`src/bpe_pkg.sv`:
```
`default_nettype none
package bpe_pkg;
	// Register map
	localparam int         AXI_AW         = 8;
	localparam logic [7:0] ADDR_CTRL      = 8'h00;
	localparam logic [7:0] ADDR_STAT      = 8'h04;
	localparam logic [1:0] RESP_OKAY      = 2'h0;
	localparam logic [1:0] RESP_SLVERR    = 2'h2;
	// Control bits in the command word
	localparam int         CMD_SPEC_BIT   = 3;
	localparam int         CMD_PER_BIT    = 6;
	localparam int         CMD_SERR_BIT   = 8;
	// Status bits
	localparam int         ST_MDPE_BIT    = 8;
	localparam int         ST_DPE_BIT     = 15;
	localparam logic [15:0] CTRL_RST      = 16'h0000;
	// Bus command codes
	localparam logic [3:0] BUS_CMD_SPECIAL = 4'h1;
	localparam logic [3:0] BUS_CMD_DAC     = 4'hD;
	// Clock counts on the bus
	localparam logic [2:0] PERR_MIN_CLKS  = 3'h3;
	localparam logic [2:0] PERR_MIN_SLOW  = 3'h4;
	localparam logic [1:0] PERR_TAIL_CLKS = 2'h2;
	localparam logic [2:0] CNT_MAX        = 3'h7;

	typedef struct packed {
		logic        frame_n;
		logic        irdy_n;
		logic        trdy_n;
		logic        perr_n;
		logic        par;
		logic [3:0]  cbe_n;
		logic [31:0] ad;
	} bpe_bus_t;

	typedef struct packed {
		logic perr_o;
		logic perr_oe;
		logic serr_o;
		logic serr_oe;
	} bpe_pins_t;

	typedef enum logic [1:0] {
		PH_IDLE,
		PH_DAC,
		PH_DATA,
		PH_TAIL
	} bpe_phase_t;
endpackage
`default_nettype wire

```
`src/bpe_parity_report.sv`:
```
// Decided for this implementation: the register addresses and the AXI4-Lite interface to the registers.
`timescale 1ns/1ns
`default_nettype none
module bpe_parity_report
	import bpe_pkg::*;
(
	// Clock and reset
	input  wire logic              aclk,
	input  wire logic              aresetn,
	// Bus pins, asynchronous to aclk
	input  wire bpe_bus_t          bus_i,
	output var  bpe_pins_t         pins_o,
	// Local bus engine, valid for a whole transaction
	input  wire logic              own_mst,
	input  wire logic              own_tgt,
	input  wire logic              slow_decode,
	input  wire logic              dev_sel,
	output logic                   mst_complete_req,
	output logic                   tgt_complete_req,
	output logic                   addr_fault_sel,
	output logic                   mst_wr_fault,
	output logic                   mst_wr_ok,
	// AXI4-Lite slave
	input  wire logic [AXI_AW-1:0] s_awaddr,
	input  wire logic              s_awvalid,
	output logic                   s_awready,
	input  wire logic [31:0]       s_wdata,
	input  wire logic [3:0]        s_wstrb,
	input  wire logic              s_wvalid,
	output logic                   s_wready,
	output logic [1:0]             s_bresp,
	output logic                   s_bvalid,
	input  wire logic              s_bready,
	input  wire logic [AXI_AW-1:0] s_araddr,
	input  wire logic              s_arvalid,
	output logic                   s_arready,
	output logic [31:0]            s_rdata,
	output logic [1:0]             s_rresp,
	output logic                   s_rvalid,
	input  wire logic              s_rready
);

	////////////////////////////////////////////////////////////////////////////////
	// Pin synchroniser and transaction tracking

	bpe_bus_t   sync1_r;
	bpe_bus_t   bus_r;
	bpe_phase_t ph_r;
	logic [3:0] cmd_r;
	logic [2:0] cnt_r;
	logic [1:0] tail_r;
	logic [15:0] ctrl_r;
	logic       per_en;
	logic       addr_ph;
	logic       is_wr;
	logic       is_spec;
	logic       rx_role;
	logic       dv;
	logic       comp;

	always_ff @(posedge aclk)
	begin
		if (!aresetn)
		begin
			sync1_r <= '1;
			bus_r   <= '1;
		end
		else
		begin
			sync1_r <= bus_i;
			bus_r   <= sync1_r;
		end
	end

	assign per_en  = ctrl_r[CMD_PER_BIT];
	assign addr_ph = ((ph_r == PH_IDLE || ph_r == PH_TAIL) && !bus_r.frame_n) || ph_r == PH_DAC;
	assign is_wr   = cmd_r[0];
	assign is_spec = cmd_r == BUS_CMD_SPECIAL;
	assign rx_role = (own_tgt && is_wr) || (own_mst && !is_wr);
	assign dv      = ph_r == PH_DATA && (is_wr ? !bus_r.irdy_n : !bus_r.trdy_n);
	assign comp    = ph_r == PH_DATA && !bus_r.irdy_n && !bus_r.trdy_n;

	always_ff @(posedge aclk)
	begin
		if (!aresetn)
		begin
			ph_r   <= PH_IDLE;
			cmd_r  <= '0;
			cnt_r  <= '0;
			tail_r <= '0;
		end
		else
		begin
			case (ph_r)
				PH_IDLE, PH_TAIL:
				begin
					if (!bus_r.frame_n)
					begin
						cmd_r <= ~bus_r.cbe_n;
						cnt_r <= 3'h1;
						ph_r  <= (~bus_r.cbe_n == BUS_CMD_DAC) ? PH_DAC : PH_DATA;
					end
					else if (ph_r == PH_TAIL)
					begin
						tail_r <= tail_r - 2'h1;
						if (tail_r == 2'h1)
							ph_r <= PH_IDLE;
					end
				end
				PH_DAC:
				begin
					cmd_r <= ~bus_r.cbe_n;
					cnt_r <= 3'h1;
					ph_r  <= PH_DATA;
				end
				PH_DATA:
				begin
					if (cnt_r != CNT_MAX)
						cnt_r <= cnt_r + 3'h1;
					if (bus_r.frame_n && bus_r.irdy_n)
					begin
						ph_r   <= PH_TAIL;
						tail_r <= PERR_TAIL_CLKS;
					end
				end
				default:
					ph_r <= PH_IDLE;
			endcase
		end
	end

	////////////////////////////////////////////////////////////////////////////////
	// Parity check, one clock behind the covered phase

	logic [31:0] ad_q;
	logic [3:0]  cbe_q;
	logic        chk_q;
	logic        addr_q;
	logic        comp_q;
	logic        comp_c;
	logic        spec_q;
	logic        rd_q;
	logic        mis;
	logic        dbad;
	logic        abad;
	logic        bad_rep;
	logic        pend_r;

	always_ff @(posedge aclk)
	begin
		if (!aresetn)
		begin
			ad_q   <= '0;
			cbe_q  <= '0;
			chk_q  <= 1'b0;
			addr_q <= 1'b0;
			comp_q <= 1'b0;
			comp_c <= 1'b0;
			spec_q <= 1'b0;
			rd_q   <= 1'b0;
		end
		else
		begin
			ad_q   <= bus_r.ad;
			cbe_q  <= bus_r.cbe_n;
			chk_q  <= dv && (rx_role || is_spec);
			addr_q <= addr_ph;
			comp_q <= comp;
			comp_c <= comp_q;
			spec_q <= is_spec;
			rd_q   <= !is_wr;
		end
	end

	assign mis     = ^{ad_q, cbe_q, bus_r.par};
	assign dbad    = chk_q && mis;
	assign abad    = addr_q && mis;
	assign bad_rep = dbad && per_en && !spec_q;

	// Error seen before the data transfers keeps the line low until it does
	always_ff @(posedge aclk)
	begin
		if (!aresetn)
			pend_r <= 1'b0;
		else if (ph_r != PH_DATA || comp_q)
			pend_r <= 1'b0;
		else if (bad_rep)
			pend_r <= 1'b1;
	end

	////////////////////////////////////////////////////////////////////////////////
	// Pin drivers

	logic [2:0] min_clks;
	logic       drive_ok;
	logic       serr_trig;

	assign min_clks  = (own_tgt && slow_decode) ? PERR_MIN_SLOW : PERR_MIN_CLKS;
	// The pin register adds one clock, so the count is one short of the drive start
	assign drive_ok  = rx_role && !is_spec && ph_r == PH_DATA && cnt_r >= min_clks - 3'h1;
	assign serr_trig = ctrl_r[CMD_SERR_BIT] && per_en
		&& (abad || (dbad && spec_q && ctrl_r[CMD_SPEC_BIT]));

	always_ff @(posedge aclk)
	begin
		if (!aresetn)
			pins_o <= '{perr_o: 1'b1, perr_oe: 1'b0, serr_o: 1'b0, serr_oe: 1'b0};
		else
		begin
			pins_o.perr_o  <= !(bad_rep || pend_r);
			pins_o.perr_oe <= per_en && (drive_ok || (rx_role && ph_r == PH_TAIL));
			pins_o.serr_o  <= 1'b0;
			pins_o.serr_oe <= serr_trig && !pins_o.serr_oe;
		end
	end

	////////////////////////////////////////////////////////////////////////////////
	// Indications to the local bus engine

	logic mst_wr;

	assign mst_wr = own_mst && is_wr && ph_r != PH_IDLE;

	always_ff @(posedge aclk)
	begin
		if (!aresetn)
		begin
			mst_complete_req <= 1'b0;
			tgt_complete_req <= 1'b0;
			addr_fault_sel   <= 1'b0;
			mst_wr_fault     <= 1'b0;
			mst_wr_ok        <= 1'b0;
		end
		else
		begin
			mst_complete_req <= own_mst && (pend_r || (bad_rep && !comp_q));
			tgt_complete_req <= own_tgt && (pend_r || (bad_rep && !comp_q));
			addr_fault_sel   <= abad && per_en && dev_sel;
			mst_wr_fault     <= mst_wr && !bus_r.perr_n;
			mst_wr_ok        <= mst_wr && comp_c && bus_r.perr_n;
		end
	end

	////////////////////////////////////////////////////////////////////////////////
	// Status flags

	logic mdpe_r;
	logic dpe_r;
	logic mdpe_set;
	logic dpe_set;
	logic mdpe_clr;
	logic dpe_clr;
	logic w_fire;

	assign mdpe_set = per_en && own_mst
		&& ((dbad && rd_q) || (mst_wr && !bus_r.perr_n));
	assign dpe_set  = abad || (dbad && !spec_q);
	assign w_fire   = s_awvalid && s_awready && s_wvalid && s_wready;
	assign mdpe_clr = w_fire && s_awaddr == ADDR_STAT && s_wstrb[1] && s_wdata[ST_MDPE_BIT];
	assign dpe_clr  = w_fire && s_awaddr == ADDR_STAT && s_wstrb[1] && s_wdata[ST_DPE_BIT];

	// A new error in the clearing cycle keeps its flag
	always_ff @(posedge aclk)
	begin
		if (!aresetn)
		begin
			mdpe_r <= 1'b0;
			dpe_r  <= 1'b0;
		end
		else
		begin
			mdpe_r <= mdpe_set || (mdpe_r && !mdpe_clr);
			dpe_r  <= dpe_set || (dpe_r && !dpe_clr);
		end
	end

	////////////////////////////////////////////////////////////////////////////////
	// AXI4-Lite write channel

	always_ff @(posedge aclk)
	begin
		if (!aresetn)
		begin
			s_awready <= 1'b0;
			s_wready  <= 1'b0;
			s_bvalid  <= 1'b0;
			s_bresp   <= RESP_OKAY;
			ctrl_r    <= CTRL_RST;
		end
		else
		begin
			s_awready <= 1'b0;
			s_wready  <= 1'b0;
			if (s_awvalid && s_wvalid && !s_awready && !s_bvalid)
			begin
				s_awready <= 1'b1;
				s_wready  <= 1'b1;
			end
			if (w_fire)
			begin
				s_bvalid <= 1'b1;
				s_bresp  <= (s_awaddr == ADDR_CTRL || s_awaddr == ADDR_STAT)
					? RESP_OKAY : RESP_SLVERR;
				if (s_awaddr == ADDR_CTRL)
				begin
					if (s_wstrb[0])
					begin
						ctrl_r[CMD_SPEC_BIT] <= s_wdata[CMD_SPEC_BIT];
						ctrl_r[CMD_PER_BIT]  <= s_wdata[CMD_PER_BIT];
					end
					if (s_wstrb[1])
						ctrl_r[CMD_SERR_BIT] <= s_wdata[CMD_SERR_BIT];
				end
			end
			else if (s_bvalid && s_bready)
				s_bvalid <= 1'b0;
		end
	end

	////////////////////////////////////////////////////////////////////////////////
	// AXI4-Lite read channel

	always_ff @(posedge aclk)
	begin
		if (!aresetn)
		begin
			s_arready <= 1'b0;
			s_rvalid  <= 1'b0;
			s_rdata   <= '0;
			s_rresp   <= RESP_OKAY;
		end
		else
		begin
			s_arready <= 1'b0;
			if (s_arvalid && !s_arready && !s_rvalid)
				s_arready <= 1'b1;
			if (s_arvalid && s_arready)
			begin
				s_rvalid <= 1'b1;
				s_rdata  <= '0;
				s_rresp  <= RESP_OKAY;
				case (s_araddr)
					ADDR_CTRL:
						s_rdata <= {16'h0000, ctrl_r};
					ADDR_STAT:
					begin
						s_rdata[ST_MDPE_BIT] <= mdpe_r;
						s_rdata[ST_DPE_BIT]  <= dpe_r;
					end
					default:
						s_rresp <= RESP_SLVERR;
				endcase
			end
			else if (s_rvalid && s_rready)
				s_rvalid <= 1'b0;
		end
	end

endmodule
`default_nettype wire

```
`config.mk`:
```
export PLATFORM = sky130hd
export DESIGN_NAME = bpe_parity_report
export DESIGN_NICKNAME = d
export VERILOG_FILES = /design/src/bpe_pkg.sv /design/src/bpe_parity_report.sv
export SDC_FILE = /design/constraint.sdc
export NUM_CORES = 1
export LEC_CHECK = 0
export ABC_CLOCK_PERIOD_IN_PS = 1800
export BUFFER_PORTS_ARGS = -buffer_cell sky130_fd_sc_hd__buf_2
export CORE_ASPECT_RATIO = 0.75
export CORE_MARGIN = 2
export CORE_UTILIZATION = 47
export DETAILED_ROUTE_END_ITERATION = 7
export PLACE_DENSITY = 0.76
export SLEW_MARGIN = 20
export SYNTH_ARGS = -nofsm -noshare
export SYNTH_HDL_FRONTEND = slang
export SYNTH_SLANG_ARGS = --single-unit
```
`constraint.sdc`:
```
create_clock -name aclk -period 1.8 [get_ports aclk]
set_clock_uncertainty 0.05 [all_clocks]
set_input_delay 0.36 -clock aclk [delete_from_list [all_inputs] [get_ports aclk]]
set_output_delay 0.36 -clock aclk [all_outputs]
set_load 0.03 [all_outputs]
```
# == Word-level counts from Yosys, hierarchy flattened ==
# Cells that the tools add are included.
# op_classes
n_addsub,3
n_mul,0
n_div,0
n_lt_le_gt_ge,1
n_eq_ne,17
shift,0
n_mux,28
n_bitwise,2
n_reduce_logical,102
# ops
cell,n
$logic_and A1 B1 Y1,54
$reduce_xor A37 Y1,1
$mux W2,10
$eq A8 B3 Y1 const B,2
$logic_not A1 Y1,16
$logic_not A8 Y1,2
$logic_or A1 B1 Y1,14
$reduce_bool A2 Y1,5
$mux W3,3
$ne A3 B3 Y1 const B,3
$pmux W3 S3,1
$reduce_and A3 Y1,3
$mux W1,8
$ne A2 B2 Y1 const B,4
$pmux W4 S2,1
$mux W7,1
$pmux W2 S3,1
$reduce_or A2 Y1,3
$eq A2 B1 Y1 const B,2
$eq A2 B2 Y1 const B,2
$eq A4 B1 Y1 const B,1
$eq A4 B4 Y1 const B,1
$mux W4,1
$ne A2 B1 Y1 const B,2
11 further kinds,12
# totals
ff_bits,168
latchBits,0
ram_bits,0
romBits,0
out_inout_bits,50
elab_cells,200
n_memories,0

# == Depth between registers and ports, before layout ==
# logic_depth
word_depth,9
depth_mapped,8

# == Least setup slack after synthesis ==
# No wires, ideal clock.
# synth_path
path_kind,reg-to-reg
start,reg ad_q[13]
end,reg pins_o[0] (netlist bit)
setup_time_ns,0.088
t_arrival_ns,1.701
required_time_ns,1.662
path_slack_ns,-0.039
path_stages_with_launch,6
period_less_slack_ns,1.839
path_cell_list,dfxtp_1 -> xnor3_1 -> xnor3_1 -> xor3_4 -> xnor2_4 -> nor4_2
# synth_between
elab_chain_len,7
# synth_rtl
item,line,rtl
from (decl),bpe_parity_report.sv:135,logic [31:0] ad_q;
from (signal assigned),bpe_parity_report.sv:164,ad_q <= bus_r.ad;
$reduce_xor A37 Y1 (*),bpe_parity_report.sv:175,"assign mis = ^{ad_q, cbe_q, bus_r.par};"
$logic_and A1 B1 Y1,bpe_parity_report.sv:176,assign dbad = chk_q && mis;
$logic_and A1 B1 Y1 (2 in series),bpe_parity_report.sv:202,&& (abad || (dbad && spec_q && ctrl_r[CMD_SPEC_BIT]));
$logic_or A1 B1 Y1 (*),bpe_parity_report.sv:202,
$logic_and A1 B1 Y1 (*),bpe_parity_report.sv:202,
$logic_and A1 B1 Y1 (*),bpe_parity_report.sv:213,pins_o.serr_oe <= serr_trig && !pins_o.serr_oe;
to (signal assigned),bpe_parity_report.sv:207,"pins_o <= '{perr_o: 1'b1, perr_oe: 1'b0, serr_o: 1'b0, serr_oe: 1'b0};"
to (decl),bpe_parity_report.sv:12,"output var bpe_pins_t pins_o,"
# Mark *: on every way between the ends. The rest lies on a longest branch, timed or not.
# A chain may end at the register's enable or synchronous reset.

# == Worst setup path in the final report ==
# layout_path
start,reg ad_q[5]
end,reg mdpe_r
# layout_between
elab_chain_len,6
# layout_rtl
item,line,rtl
$reduce_xor A37 Y1,bpe_parity_report.sv:175,
$logic_and A1 B1 Y1,bpe_parity_report.sv:176,
$logic_and A1 B1 Y1,bpe_parity_report.sv:256,&& ((dbad && rd_q) || (mst_wr && !bus_r.perr_n));
$logic_or A1 B1 Y1,bpe_parity_report.sv:256,
$logic_and A1 B1 Y1,bpe_parity_report.sv:256,
$logic_or A1 B1 Y1,bpe_parity_report.sv:272,mdpe_r <= mdpe_set || (mdpe_r && !mdpe_clr);
to (signal assigned),bpe_parity_report.sv:272,
to (decl),bpe_parity_report.sv:247,logic mdpe_r;
# No other way between the ends.

==> metrics.yaml <==
cells_and_area:
  antennaDiodeCount: 0
  fin_cells: 786
  fillers: 981
  layout-drive-gt1-share: 0.2436
  nNetsFinal: 723
  syn_to_final_growth_pct: 21.83
routing:
  drc_errors: 0
  num_vias: 3441
  wl_per_cell_um: 11.35
  drtPass1Iterations: 4
  detail-route-antenna-nets: 0
  routed_wl_um: 8918
  drt-initial-drc-count: 187
  via_per_inst: 4.378
synth:
  synth_edf_count: 0
  yosys_warnings: 0
  ys_seq_elements: 159
  yosys-top-cells-count: "159 x dfxtp_1, 89 x nand2b_1, 42 x and2_1"
  synth_cells: 513
  synth_top_flop_cell: "dfxtp_1"
  synth_top_area_share: 0.5695
  synth_area_leaders: "dfxtp_1 57%, nand2b_1 10%, and2_1 4.7%"
  avgSynthCellArea_um2: 10.89
  syn_area_um2: 5589
  yosysMostFrequentCell: "dfxtp_1"
  seq_area_frac_synth: 0.5695
  yosys.area.top_type: "dfxtp_1"
  synth_cell_types: 43
  synthArstFlopShare: 0
place:
  port_buffers: 92
  routabilityCongestion: 0.7328
  dp.final_hpwl_um: 6273
  dp_cells: 753
  place_ws_ns: -0.1627
die:
  die_width_um: 129.9
  initial_core_util: 0.4813
  fp.dieArea_um2: 12790
  ios: 154
  core-area_um2: 11610
  die_h_um: 98.44
  rows: 34
setup_path:
  cp_max_fo: 3
  r2r_cells: 7
  worstPathArrival_ns: 2.17
  endpoint_kind: "register"
  crit_end: "mdpe_r$_SDFF_PN0_"
  rrSetupSlack_ns: -0.13
  timing.rr.start: "ad_q[5]$_SDFF_PN0_"
  regToRegEndpoint: "mdpe_r$_SDFF_PN0_"
  startpoint: "ad_q[5]$_SDFF_PN0_"
  crit_required_ns: 2.04
  crit_path_start_kind: "register"
  crit_type: "reg -> reg"
timing:
  hold-worst-slack_ns: 0.07330
  fmaxAchievable_ghz: 0.5193
  min_period_over_period: 1.070
  setup_viol: 8
  slew_violations: 0
  setup_ws_ns: -0.1257
  period_minus_slack_ns: 1.926
  rsz0062_at_grt: "true"
  final_hold_viol_count: 0
grt:
  use_met1: 0.1693
  antenna_found_initial: 0
  grt_max_degree: 45
  grt_overflow_total: 0
  met2_usage: 0.2372
  grt_pass1_wl_um: 14320
  use_met3: 0.05592
  top_usage_layer: "met2"
  gr-usage-all-layers: 0.1430
  grt_pass1_vias: 3298
run_status:
  outcome: "finished, violations left"
  violations: "setup timing"
clock_tree:
  clk_latency_ns: 0.41
  htree_levels: 4
  cts_num_sinks: 159
  clk_pin_slew_ns: 0.06
  cts_tree: "yes"
  cts_hold_buffers: 0
  cts_buffer_depth: 2
  numCtsBuffers: 17
  clock-root-buffer: "clkbuf_16"
power_and_ir_drop:
  leakagePower_nw: 2.940
  ir_worst_vdd_mv: 0.8072
  total_power_mw: 8.960
  cellPowerDensity_nw_per_um2: 1316
worst_hold_path:
  hold_path.class: "in -> reg"
run:
  maxCapViolCount: 0
[cell type report]
cell class / count / area, um^2 / area share
repair buffers: 100 / 564.3 / 0.08287
well taps: 162 / 202.7 / 0.02977
clock inverters: 11 / 131.4 / 0.01929
clock buffers: 21 / 460.4 / 0.06762
flip-flops and latches: 159 / 3191 / 0.4686
inverters: 5 / 18.77 / 0.002756
multi-input cells: 328 / 2241 / 0.3291
[state kept, by name, indices dropped and copies added, names as in the netlist, 2 cells and up]
register and count:
cmd_r 4, ad_q 32, ph_r 2, bus_r 41, sync1_r 41, ctrl_r 3
cnt_r 3, cbe_q 4, tail_r 2, s_rdata 4, pins_o 3
[metrics by stage]
step | area [um^2] | TNS [ns] | utilization
after CTS | 6756 | -0.7292 | 0.5818
after global placement | 6151 | -0.9208 | 0.5296
after detailed placement | 6151 | -1.140 | 0.5296
after floorplan | 5707 | -0.04310 | -
after global routing | 6809 | -1.294 | 0.5863
final | 6809 | -0.5548 | 0.5863
[worst max-delay path: stages (launching register included)]
cell and delay [ns]:
dfxtp_2 0.34, xor2_2 0.18, xnor2_2 0.13, xnor2_1 0.14, xnor3_2 0.55, buf_6 0.16, mux2i_1 0.18, a21oi_1 0.08
[power breakdown]
part / switching [mW] / internal (mW) / leakage, nW
clock: 1.37 / 2.13 / 0.280
combinational: 0.780 / 0.803 / 1.34
sequential: 0.125 / 3.75 / 1.32
total: 2.28 / 6.68 / 2.94
[cells in the final DEF (no fill, tap or decap), types with 4 or more instances in the layout]
| master | instances |
|---|---|
| nor3_1 | 4 |
| ha_1 | 8 |
| nor2b_1 | 10 |
| mux2i_1 | 6 |
| dfxtp_2 | 6 |
| xnor2_1 | 19 |
| a21boi_0 | 6 |
| o21ai_0 | 5 |
| o211a_1 | 5 |
| buf_2 | 91 |
| xnor2_2 | 4 |
| nand3_1 | 6 |
| buf_4 | 5 |
| a22oi_1 | 5 |
| nor2_1 | 13 |
| nand2b_1 | 89 |
| conb_1 | 31 |
| a21oi_1 | 9 |
| and2_1 | 42 |
| nand2_1 | 22 |
| clkbuf_16 | 17 |
| dfxtp_1 | 153 |
| inv_1 | 5 |
[layer usage]
| layer | vias up | part of all wire |
|---|---|---|
| li1 | 1789 | - |
| met1 | 1565 | 0.46 |
| met2 | 79 | 0.49 |
| met3 | 8 | 0.046 |
| met4 | 0 | 0.011 |
| met5 | - | 0 |
[how the worst min path moves through the flow]
stage | startpoint | endpoint | slack, ns | depth (start not counted)
floorplan | sync1_r[0]$_SDFF_PN1_ | bus_r[0]$_SDFF_PN1_ | 0.34 | 1
global placement | sync1_r[27]$_SDFF_PN1_ | bus_r[27]$_SDFF_PN1_ | 0.34 | 1
detailed placement | sync1_r[20]$_SDFF_PN1_ | bus_r[20]$_SDFF_PN1_ | 0.34 | 1
CTS | bus_i[9] | sync1_r[9]$_SDFF_PN1_ | 0.06 | 2
global route | bus_i[1] | sync1_r[1]$_SDFF_PN1_ | 0.06 | 2
finish | bus_i[9] | sync1_r[9]$_SDFF_PN1_ | 0.07 | 2
[cells by family after synthesis]
group	synth area share
AO/OA/AOI/OAI	0.05216
XOR/XNOR	0.06850
adder cells (fa/ha/maj)	0.01791
buffers and inverters	0.05910
flip-flops	0.5695
multiplexers	0.01455
other	0.0006709
AND/OR/NAND/NOR	0.2176
[repair_timing]
item / CTS / global route
setup buffers: 0 / 1
resized for setup: 5 / 12
pin swaps: 4 / 9
setup endpoints to repair: 8 / 12
Power figures use the tool's default switching activity.
